### src/adc_readout_cfg.svh
// Purpose: Constants for the serial readout side of a 20-bit converter.
// Assumes: System clock of 10 MHz; all times are counted in its cycles.
// Notes:   Long counts are parameters of the top module with these defaults.
`ifndef ADC_READOUT_CFG_SVH
`define ADC_READOUT_CFG_SVH

// Clock rate in MHz, used to turn microseconds into cycles
`define CLK_MHZ 10
// Result layout
`define RESULT_W 20
`define SAMPLE_W 24
`define CODE_MAX 20'h7FFFF
`define CODE_MIN 20'h80000
// Serial pulse counts
`define PAD_LAST 5'h18
`define CAL_PULSE 5'h1A
// Times in microseconds at the nominal device clock
`define CONV_FAST_US 12500
`define CONV_SLOW_US 100000
`define UPDATE_US 39
`define CAL_FAST_US 101280
`define CAL_SLOW_US 801020
// Times in cycles
`define CONV_FAST_CYC (`CONV_FAST_US * `CLK_MHZ)
`define CONV_SLOW_CYC (`CONV_SLOW_US * `CLK_MHZ)
`define UPDATE_CYC (`UPDATE_US * `CLK_MHZ)
`define CAL_FAST_CYC (`CAL_FAST_US * `CLK_MHZ)
`define CAL_SLOW_CYC (`CAL_SLOW_US * `CLK_MHZ)
// Width of the interval counter
`define CNT_W 24

`endif

### src/adc_readout_pkg.sv
// Purpose: Types for the serial readout block.
// Assumes: Constants come from adc_readout_cfg.svh.
// Notes:   Types only; no numbers live here beyond state codes.
`include "adc_readout_cfg.svh"

package adc_readout_pkg;

  // Sequencer states
  typedef enum logic [1:0] {
    ST_CONV   = 2'b00,
    ST_UPDATE = 2'b01,
    ST_CAL    = 2'b10
  } seq_state_t;

  // Pin-side outputs that travel together
  typedef struct packed {
    logic line;
    logic cal_active;
    logic input_short;
  } pin_out_t;

endpackage : adc_readout_pkg

### src/result_clip.sv
// Purpose: Saturate a wide filter sample to a 20-bit two's complement code.
// Assumes: Sample is signed and on the same clock as the readout.
// Notes:   Output is registered so the loaded result is glitch free.
`timescale 1ns/1ns
`include "adc_readout_cfg.svh"

module result_clip
  import adc_readout_pkg::*;
(
  // Clock and reset
  input wire logic i_clk,
  input wire logic i_sys_rst,
  // Wide sample in
  input wire logic signed [`SAMPLE_W-1:0] i_sample,
  // Clipped code out
  output logic [`RESULT_W-1:0] o_code
);

  logic [`RESULT_W-1:0] code_r; // Held code
  logic [`RESULT_W-1:0] code_nxt; // Next code
  logic signed [`SAMPLE_W-1:0] max_w; // Widened limits for compare
  logic signed [`SAMPLE_W-1:0] min_w;

  // Sign-extend the clip limits to the sample width
  assign max_w = {{(`SAMPLE_W-`RESULT_W){1'b0}}, `CODE_MAX};
  assign min_w = {{(`SAMPLE_W-`RESULT_W){1'b1}}, `CODE_MIN};

  // Saturation: anything beyond full scale pins to the end code
  always_comb begin
    if (i_sample > max_w) begin
      code_nxt = `CODE_MAX;
    end else if (i_sample < min_w) begin
      code_nxt = `CODE_MIN;
    end else begin
      code_nxt = i_sample[`RESULT_W-1:0];
    end
  end

  // Register the code
  always_ff @(posedge i_clk) begin
    if (i_sys_rst) begin
      code_r <= 20'h00000;
    end else begin
      code_r <= code_nxt;
    end
  end

  assign o_code = code_r;

endmodule : result_clip

### src/adc_serial_readout.sv
// Purpose: Conversion pacing, ready/data line and offset calibration trigger.
// Assumes: Serial clock and rate select are pins, resynchronised here.
// Notes:   Serial clock edges are found by sampling, so it must stay well
//          below the system clock (it is specified slower than 5 MHz).
`timescale 1ns/1ns
`include "adc_readout_cfg.svh"

module adc_serial_readout
  import adc_readout_pkg::*;
#(
  parameter logic [`CNT_W-1:0] P_CONV_FAST = `CNT_W'(`CONV_FAST_CYC),
  parameter logic [`CNT_W-1:0] P_CONV_SLOW = `CNT_W'(`CONV_SLOW_CYC),
  parameter logic [`CNT_W-1:0] P_CAL_FAST = `CNT_W'(`CAL_FAST_CYC),
  parameter logic [`CNT_W-1:0] P_CAL_SLOW = `CNT_W'(`CAL_SLOW_CYC)
)
(
  // Clock and reset
  input wire logic i_clk,
  input wire logic i_sys_rst,
  // Pins from the host
  input wire logic i_sclk,
  input wire logic i_rate_sel,
  // Filter output, same clock domain
  input wire logic signed [`SAMPLE_W-1:0] i_sample,
  // Pins and controls out
  output logic o_ready_serial_out,
  output logic o_cal_active,
  output logic o_input_short
);

  localparam logic [`CNT_W-1:0] UPD_CYC = `CNT_W'(`UPDATE_CYC);

  // Synchronisers: stage 1 feeds only stage 2
  logic [2:0] sclk_sync_r; // [0] first, [1] second, [2] edge history
  logic [1:0] rate_sync_r;
  logic sclk_rise;
  logic sclk_fall;
  logic rate_fast;

  // Sequencer state
  seq_state_t state_r, state_nxt;
  logic [`CNT_W-1:0] cnt_r, cnt_nxt; // Interval counter
  logic [4:0] bitcnt_r, bitcnt_nxt; // Rising edges seen since ready
  logic have_data_r, have_data_nxt; // Result waiting to be read
  logic [`RESULT_W-1:0] shadow_r, shadow_nxt; // Result being shifted
  pin_out_t pins_r, pins_nxt; // Registered pin outputs

  // Clipped code from the filter
  logic [`RESULT_W-1:0] code;
  logic [`CNT_W-1:0] period;
  logic [`CNT_W-1:0] cal_period;

  result_clip u_clip (
    .i_clk(i_clk),
    .i_sys_rst(i_sys_rst),
    .i_sample(i_sample),
    .o_code(code)
  );

  // Pin resynchronisation, edge search on stages 2 and 3
  always_ff @(posedge i_clk) begin
    if (i_sys_rst) begin
      sclk_sync_r <= 3'h0;
      rate_sync_r <= 2'h0;
    end else begin
      sclk_sync_r <= {sclk_sync_r[1:0], i_sclk};
      rate_sync_r <= {rate_sync_r[0], i_rate_sel};
    end
  end

  assign sclk_rise = sclk_sync_r[1] & ~sclk_sync_r[2];
  assign sclk_fall = ~sclk_sync_r[1] & sclk_sync_r[2];
  assign rate_fast = rate_sync_r[1];

  // Intervals picked by rate, all counted on this clock
  assign period = rate_fast ? P_CONV_FAST : P_CONV_SLOW;
  assign cal_period = rate_fast ? P_CAL_FAST : P_CAL_SLOW;

  // Sequencer next state
  always_comb begin
    state_nxt = state_r;
    cnt_nxt = cnt_r + `CNT_W'(1);
    bitcnt_nxt = bitcnt_r;
    have_data_nxt = have_data_r;
    shadow_nxt = shadow_r;
    pins_nxt = pins_r;
    case (state_r)
      ST_CONV: begin
        // Free-running conversion; rate change uses >= so it cannot stall
        if (cnt_r >= period - UPD_CYC - `CNT_W'(1)) begin
          state_nxt = ST_UPDATE;
          pins_nxt.line = 1'b1;
          have_data_nxt = 1'b0;
        end else if (sclk_fall && have_data_r && bitcnt_r == `CAL_PULSE) begin
          // Falling edge of pulse 26 starts calibration
          state_nxt = ST_CAL;
          cnt_nxt = '0;
          have_data_nxt = 1'b0;
          pins_nxt.line = 1'b1;
          pins_nxt.cal_active = 1'b1;
          pins_nxt.input_short = 1'b1;
        end else if (sclk_rise && have_data_r) begin
          if (bitcnt_r < 5'(`RESULT_W)) begin
            // MSB on first edge, next bit on each later one
            pins_nxt.line = shadow_r[5'h13 - bitcnt_r];
          end else begin
            // Padding ones, and pulse 25 keeps the line high
            pins_nxt.line = 1'b1;
          end
          if (bitcnt_r != 5'h1F) begin
            bitcnt_nxt = bitcnt_r + 5'h01;
          end
        end
        // With no edge the line simply holds its last bit
      end
      ST_UPDATE: begin
        // Blackout: host edges are ignored, line held high
        if (cnt_r >= period - `CNT_W'(1)) begin
          state_nxt = ST_CONV;
          cnt_nxt = '0;
          shadow_nxt = code;
          have_data_nxt = 1'b1;
          bitcnt_nxt = 5'h00;
          pins_nxt.line = 1'b0;
        end
      end
      ST_CAL: begin
        // Further serial pulses cannot abort the cycle
        if (cnt_r >= cal_period - `CNT_W'(1)) begin
          state_nxt = ST_CONV;
          cnt_nxt = '0;
          shadow_nxt = code;
          have_data_nxt = 1'b1;
          bitcnt_nxt = 5'h00;
          pins_nxt.line = 1'b0;
          pins_nxt.cal_active = 1'b0;
          pins_nxt.input_short = 1'b0;
        end
      end
      default: begin
        state_nxt = ST_CONV;
        cnt_nxt = '0;
      end
    endcase
  end

  // Sequencer registers; the line idles high until the first result
  always_ff @(posedge i_clk) begin
    if (i_sys_rst) begin
      state_r <= ST_CONV;
      cnt_r <= '0;
      bitcnt_r <= 5'h00;
      have_data_r <= 1'b0;
      shadow_r <= 20'h00000;
      pins_r <= '{line: 1'b1, cal_active: 1'b0, input_short: 1'b0};
    end else begin
      state_r <= state_nxt;
      cnt_r <= cnt_nxt;
      bitcnt_r <= bitcnt_nxt;
      have_data_r <= have_data_nxt;
      shadow_r <= shadow_nxt;
      pins_r <= pins_nxt;
    end
  end

  assign o_ready_serial_out = pins_r.line;
  assign o_cal_active = pins_r.cal_active;
  assign o_input_short = pins_r.input_short;

endmodule : adc_serial_readout

### config.mk
export PLATFORM = sky130hd
export DESIGN_NAME = adc_serial_readout
export DESIGN_NICKNAME = d
export VERILOG_FILES = /design/src/adc_readout_pkg.sv /design/src/result_clip.sv /design/src/adc_serial_readout.sv
export VERILOG_INCLUDE_DIRS = /design/src
export SDC_FILE = /design/constraint.sdc
export NUM_CORES = 1
export LEC_CHECK = 0
export BUFFER_PORTS_ARGS = -buffer_cell sky130_fd_sc_hd__buf_2
export CAP_MARGIN = 20
export CORE_UTILIZATION = 60
export CTS_CLUSTER_SIZE = 10
export DETAILED_ROUTE_END_ITERATION = 8
export PLACE_DENSITY = 0.8
export SLEW_MARGIN = 10
export SYNTH_ARGS = -nofsm -noshare
export SYNTH_HDL_FRONTEND = slang
export SYNTH_SLANG_ARGS = --single-unit
export TNS_END_PERCENT = 10
### constraint.sdc
create_clock -name i_clk -period 4.33 [get_ports i_clk]
set_clock_uncertainty 0.2 [all_clocks]
set_input_delay 0.2165 -clock i_clk [delete_from_list [all_inputs] [get_ports i_clk]]
set_output_delay 0.2165 -clock i_clk [all_outputs]
set_load 0.1 [all_outputs]
After elaboration in Yosys (flattened, before gate mapping)
Index checks and enable logic that the tools add are counted.
{ "totals": {"regBits": 80, "input_bits": 28, "output_inout_bits": 3, "elab_cells": 98} }
{ "classes": {"add_sub_neg": 7, "magnitude_cmp": 7, "n_eq_ne": 13, "n_mux": 41, "bitwise": 4, "n_reduce_logical": 14} }
{ "op_table": {"columns": ["operator", "n"], "rows": [
  ["24-bit 2-to-1 mux", 4],
  ["20-bit 2-to-1 mux", 4],
  ["24-bit >= comparator", 3],
  ["24-bit one-hot mux with 3 select lines", 1],
  ["20-bit one-hot mux with 2 select lines", 1],
  ["5-bit 2-to-1 mux", 6],
  ["24-bit by 1-bit adder with 24-bit output, second input constant", 1],
  ["24-bit by 20-bit > comparator with 1-bit output, second input constant", 1],
  ["24-bit by 20-bit less-than comparator with 1-bit output, second input constant", 1],
  ["23-bit by 1-bit subtractor with 24-bit output, second input constant", 1],
  ["23-bit 2-to-1 mux", 1],
  ["21-bit by 2-bit subtractor with 22-bit output, second input constant", 1],
  ["20-bit by 1-bit subtractor with 21-bit output, second input constant", 1],
  ["20-bit by 9-bit subtractor with 21-bit output, second input constant", 1],
  ["19-bit 2-to-1 mux", 1],
  ["5-bit one-hot mux with 3 select lines", 1],
  ["2-bit inequality test, second input constant", 7],
  ["2-bit 2-to-1 mux", 6],
  ["4-bit AND reduction", 3],
  ["1-bit 2-to-1 mux", 10],
  ["7-bit AND reduction", 1],
  ["5-bit by 6-bit less-than comparator with 1-bit output, second input constant", 1],
  ["1-bit one-hot mux with 3 select lines", 2],
  ["2-bit one-hot mux with 3 select lines", 1],
  ["20 further kinds", 26]
]} }

Longest topological paths before layout
{ "logic_depth": {"word_depth": 8, "mapped_depth": 11, "ltp_nobuf": 9} }

Cells and area by module
Synthesis repeated with hierarchy kept, for this count alone.
{ "unflattened": {"cells_unflattened": 423, "hier_area_um2": 4130.2} }
{ "by_module_without_submodules": {"columns": ["mod", "instances", "cells_per_inst", "area_each_um2", "seq_area_each_um2"], "rows": [
  ["adc_serial_readout", 1, 377, 3507.1, 1181.1],
  ["result_clip", 1, 46, 623.1, 400.4]
]} }

Worst setup path after synthesis
OpenSTA, ideal clock, no wires.
{ "synth_path": {"kind": "flip-flop to flip-flop", "from": "reg rate_sync_r[1]", "to": "reg shadow_r[0]", "setup_time_ns": 0.128, "arrival_ns": 2.886, "t_required_ns": 4.002, "setup_slack_ns": 1.116, "stages_incl_launch_ff": 12, "path_buffers": 2, "period_less_slack_ns": 3.214, "cell_sequence": "dfxtp_1 -> inv_1 -> ha_1 -> or4b_1 -> nor3_1 -> a2111oi_0 -> o21ai_1 -> and3_2 -> clkbuf_1 -> buf_4 -> mux2i_1 -> nor2_1"} }
{ "synth_between": {"elab_chain_len": 5} }
{ "synth_lines": {"columns": ["element", "line", "text"], "rows": [
  ["from (decl)", "adc_serial_readout.sv:35", "logic [1:0] rate_sync_r;"],
  ["from (signal assigned)", "adc_serial_readout.sv:67", "rate_sync_r <= {rate_sync_r[0], i_rate_sel};"],
  ["23-bit 2-to-1 mux or 20-bit 2-to-1 mux (tied branches)", "adc_serial_readout.sv:77, adc_serial_readout.sv:76", null],
  ["23-bit by 1-bit subtractor with 24-bit output or 20-bit by 1-bit subtractor with 21-bit output (tied branches)", "adc_serial_readout.sv:129, adc_serial_readout.sv:118", null],
  ["24-bit >= comparator, on equally long branches", "adc_serial_readout.sv:129, adc_serial_readout.sv:118", null],
  ["2-bit inequality test (no line)", null, null],
  ["3-bit AND reduction (no line) (*)", null, null],
  ["to (signal assigned)", "adc_serial_readout.sv:161", "shadow_r <= shadow_nxt;"],
  ["to (decl)", "adc_serial_readout.sv:45", "logic [`RESULT_W-1:0] shadow_r, shadow_nxt;"]
]} }
Mark *: on every way between the ends. The rest lies on a longest branch, timed or not.
A chain may end at the register's enable or synchronous reset.

Worst setup path in the final report
{ "layout_path": {"from": "reg rate_sync_r[1]", "to": "reg shadow_r[12]"} }
Same word-level chain as after synthesis.

==> qor.csv <==
stage,metric,value,unit
place,io_buffers,30,
setup_path,r2r-start,rate_sync_r[1],
layout,multi_input_area,0.00229,mm²
setup_path,worst_setup_path_start_kind,register,
pwr,power_frac_seq,53.4,%
pwr,totalPowerFinal,1.40,mW
yosys,synth_fp_nets,484,
place,hpwl,5.63,mm
worst_hold_path,hold_path.class,input port to register,
timing,hold_viol,0,
place,gp_congestion,0.846,
timing,finalSetupViolCount,0,
timing,tns,0,ns
yosys,async_flop_share,0,%
floorplanning,core_area,0.00642,mm²
routing,vias,3144,
setup_path,cp-end-kind,register,
setup_path,path_max_fanout,20,
pwr,p_int,1.06,mW
yosys,ys_types,59,
clock_network,cts_max_path_buffers,2,
layout,diodes,0,
routing,drcViolationCount,4,
routing,detail-route-antenna-nets,0,
timing,fmaxAchievable,285,MHz
pwr,switching_power,344,µW
pwr,pwr-share-comb,5.6,%
routing,drt-initial-drc-count,188,
yosys,synth_ff_type,dfxtp_1,
timing,whs,0.196,ns
timing,finalMaxSlewViolations,0,
setup_path,r2r_cells,9,
floorplanning,num_io_pins,31,
setup_path,reg2reg_setup_slack,0.82,ns
global_routing,grt_max_degree,38,
clock_network,cts_root_buf,clkbuf_8,
pwr,power.density,303,mW/mm²
global_routing,grt_remaining_overflow,0,
layout,final_common_cell,dfxtp_1,
yosys,yosysWarnings,0,
timing,setup_ws,0.823,ns
worst_hold_path,holdPathStages,2,
clock_network,cts-buffers-inserted,9,
floorplanning,die_x,84.1,µm
floorplanning,dieArea,0.00707,mm²
clock_network,clk_latency,0.35,ns
worst_hold_path,hold_end,shadow_r[16],
routing,viasPerCell,5.76,
yosys,synth_area,0.00404,mm²
flow_run,max_cap_viol_count,0,
global_routing,antenna_found_initial,0,
run_status,violations,design-rule violations,
setup_path,critical-path-max-stage-delay,0.67,ns
pwr,peakVddDrop,0.000274,V
yosys,synth_seq_area_share,39.1,%
global_routing,grt_pass1_wl,14.2,mm
clock_network,post_cts_resized,0,
setup_path,slowest_stage,and3_2,
floorplanning,start_util,62.9,%
worst_hold_path,hold_path.startpoint,i_sys_rst,
floorplanning,die_y,84.1,µm
routing,drt-total-wl,8.30,mm
clock_network,clkSlewWorstSetupHoldPaths,0.09,ns
pwr,p_clk_share,41.0,%
yosys,synth_edf_count,0,
place,dp_worst_setup_slack,0.911,ns
timing,min_period_over_period,81.0,%
clock_network,cts.sinks,79,
layout,final_layout_size_suffix_gt1_share,16.6,%
setup_path,worstSetupPathType,register to register,
routing,wl_per_cell,15.2,µm
global_routing,grtUsageTotal,25.0,%
global_routing,grt_pass1_vias,3143,
clock_network,cts_tree,built,
pwr,sw_frac_of_total,24.5,%
layout,layout.nets,530,
yosys,synth_cells,418,
pwr,p_leak,1.83,nW
timing,max_slew_margin,48.6,%
layout,ff_latch_area,0.00158,mm²
yosys,ys_ff_latch,79,
layout,final_cell_mix,"dfxtp_1, nor2_1, ha_1, buf_2, dlygate4sd3_1",
setup_path,worst_ep_required_time,4.34,ns
run_status,outcome,"finished, violations left",
setup_path,r2r-end,shadow_r[12],
clock_network,h-tree-depth,3,
timing,tightest_slew,0.765,ns
timing,fin_crit,3.51,ns
setup_path,cp_cell_sequence,"inv_1, ha_1, or4b_1, nor3_1, a2111oi_0, o21ai_1, and3_2, mux2i_1, nor2_1",
layout,area_growth_syn_to_layout,14.6,%
yosys,avgSynthCellArea,9.67,µm²
timing,rsz0062_at_grt,false,
floorplanning,num_rows,29,
layout,nFillCells,465,
routing,dr.pass1.iters,7,
setup_path,worst_ep_arrival_time,3.52,ns
-- per-layer routing --
layer / GRT usage [%] / vias to the layer above / wire length [µm]
met2: 41.0 / 80 / 3930
met4: 9.72 / 0 / 137
li1: - / 1568 / -
met3: 4.15 / 14 / 335
met1: 32.9 / 1482 / 3900
met5: 0 / - / 0
-- power by group through the flow --
| stage | logic (mW) | registers, mW | clock network, mW |
|---|---|---|---|
| 3_5_place_dp | 0.0622 | 0.766 | 0 |
| 3_3_place_gp | 0.0600 | 0.765 | 0 |
| 5_1_grt | 0.0872 | 0.751 | 0.620 |
| 2_1_floorplan | 0.0423 | 0.764 | 0 |
| 6_report | 0.0788 | 0.749 | 0.576 |
| 4_1_cts | 0.0777 | 0.749 | 0.585 |
-- synth_stat cells, types with 3 or more instances --
cell type / instances / area (µm²)
xor2_1: 13 / 114
nor3_1: 5 / 25.0
o21a_1: 19 / 143
ha_1: 38 / 475
mux4_2: 6 / 135
buf_6: 3 / 33.8
o21ai_0: 13 / 65.1
nor2b_1: 8 / 50.1
nand4b_1: 3 / 26.3
clkbuf_1: 12 / 45.0
nand4_1: 6 / 37.5
buf_4: 4 / 30.0
inv_1: 18 / 67.6
nor2_2: 11 / 68.8
mux2i_1: 20 / 200
nand3_1: 19 / 95.1
a21oi_1: 7 / 35.0
dfxtp_1: 79 / 1580
xnor2_1: 9 / 78.8
nand2_1: 17 / 63.8
nand3b_1: 7 / 52.6
nor2_1: 49 / 184
-- through the flow --
stage          std cells  cell area [µm²]  util (%)
6_report             546             4630      72.1
5_1_grt              546             4630      72.1
4_1_cts              546             4630      72.0
3_5_place_dp         508             4190      65.3
3_3_place_gp         508             4190      65.3
2_1_floorplan        418             4040         -
-- worst max path at each step --
| stage | start | end | slack (ns) | cells after the start |
|---|---|---|---|---|
| after floorplan | rate_sync_r[1] | shadow_r[0] | 1.12 | 11 |
| after global placement | rate_sync_r[1] | shadow_r[19] | 1.07 | 9 |
| after detailed placement | rate_sync_r[1] | shadow_r[12] | 0.91 | 9 |
| after CTS | rate_sync_r[1] | shadow_r[12] | 0.84 | 9 |
| after global routing | rate_sync_r[1] | shadow_r[12] | 0.57 | 9 |
| final | rate_sync_r[1] | shadow_r[12] | 0.82 | 9 |
-- cell families after synthesis --
| kind of cell | Yosys count | synth area share [%] |
|---|---|---|
| flops | 79 | 39.1 |
| buf+inv | 37 | 4.37 |
| xor+xnor | 22 | 4.77 |
| simple gates | 147 | 19.6 |
| mux | 26 | 8.30 |
| fa+ha+maj | 38 | 11.8 |
| compound gates | 69 | 12.1 |
-- worst max-delay path, delay by kind of cell (launching register included) --
kind / cells / cell delay [ns]
AO/OA/AOI/OAI: 2 / 0.44
AND/OR/NAND/NOR: 4 / 1.44
flip-flops: 1 / 0.32
adder cells (fa/ha/maj): 1 / 0.34
buffers and inverters: 1 / 0.30
multiplexers: 1 / 0.33
-- final cells by class --
cell class / count / area share, %
multi-input cells: 302 / 49.4
inverters: 18 / 1.46
flip-flops and latches: 79 / 34.2
clock buffers: 9 / 2.68
well taps: 77 / 2.08
repair buffers: 54 / 8.32
clock inverters: 7 / 1.92
-- registers in the layout, summed over array words and instances (netlist names) --
register and cells:
bitcnt_r 5, rate_sync_r 2, u_clip.o_code 20, o_cal_active 1, state_r 2, have_data_r 1, sclk_sync_r 3, cnt_r 24
shadow_r 20, o_ready_serial_out 1
-- what timing repair did --
action                                 4_1_cts  5_1_grt
hold buffers                                22        0
endpoints found under the hold margin       22        0
setup buffers                                0        0
Note: power is estimated with default switching activity, not from simulation.
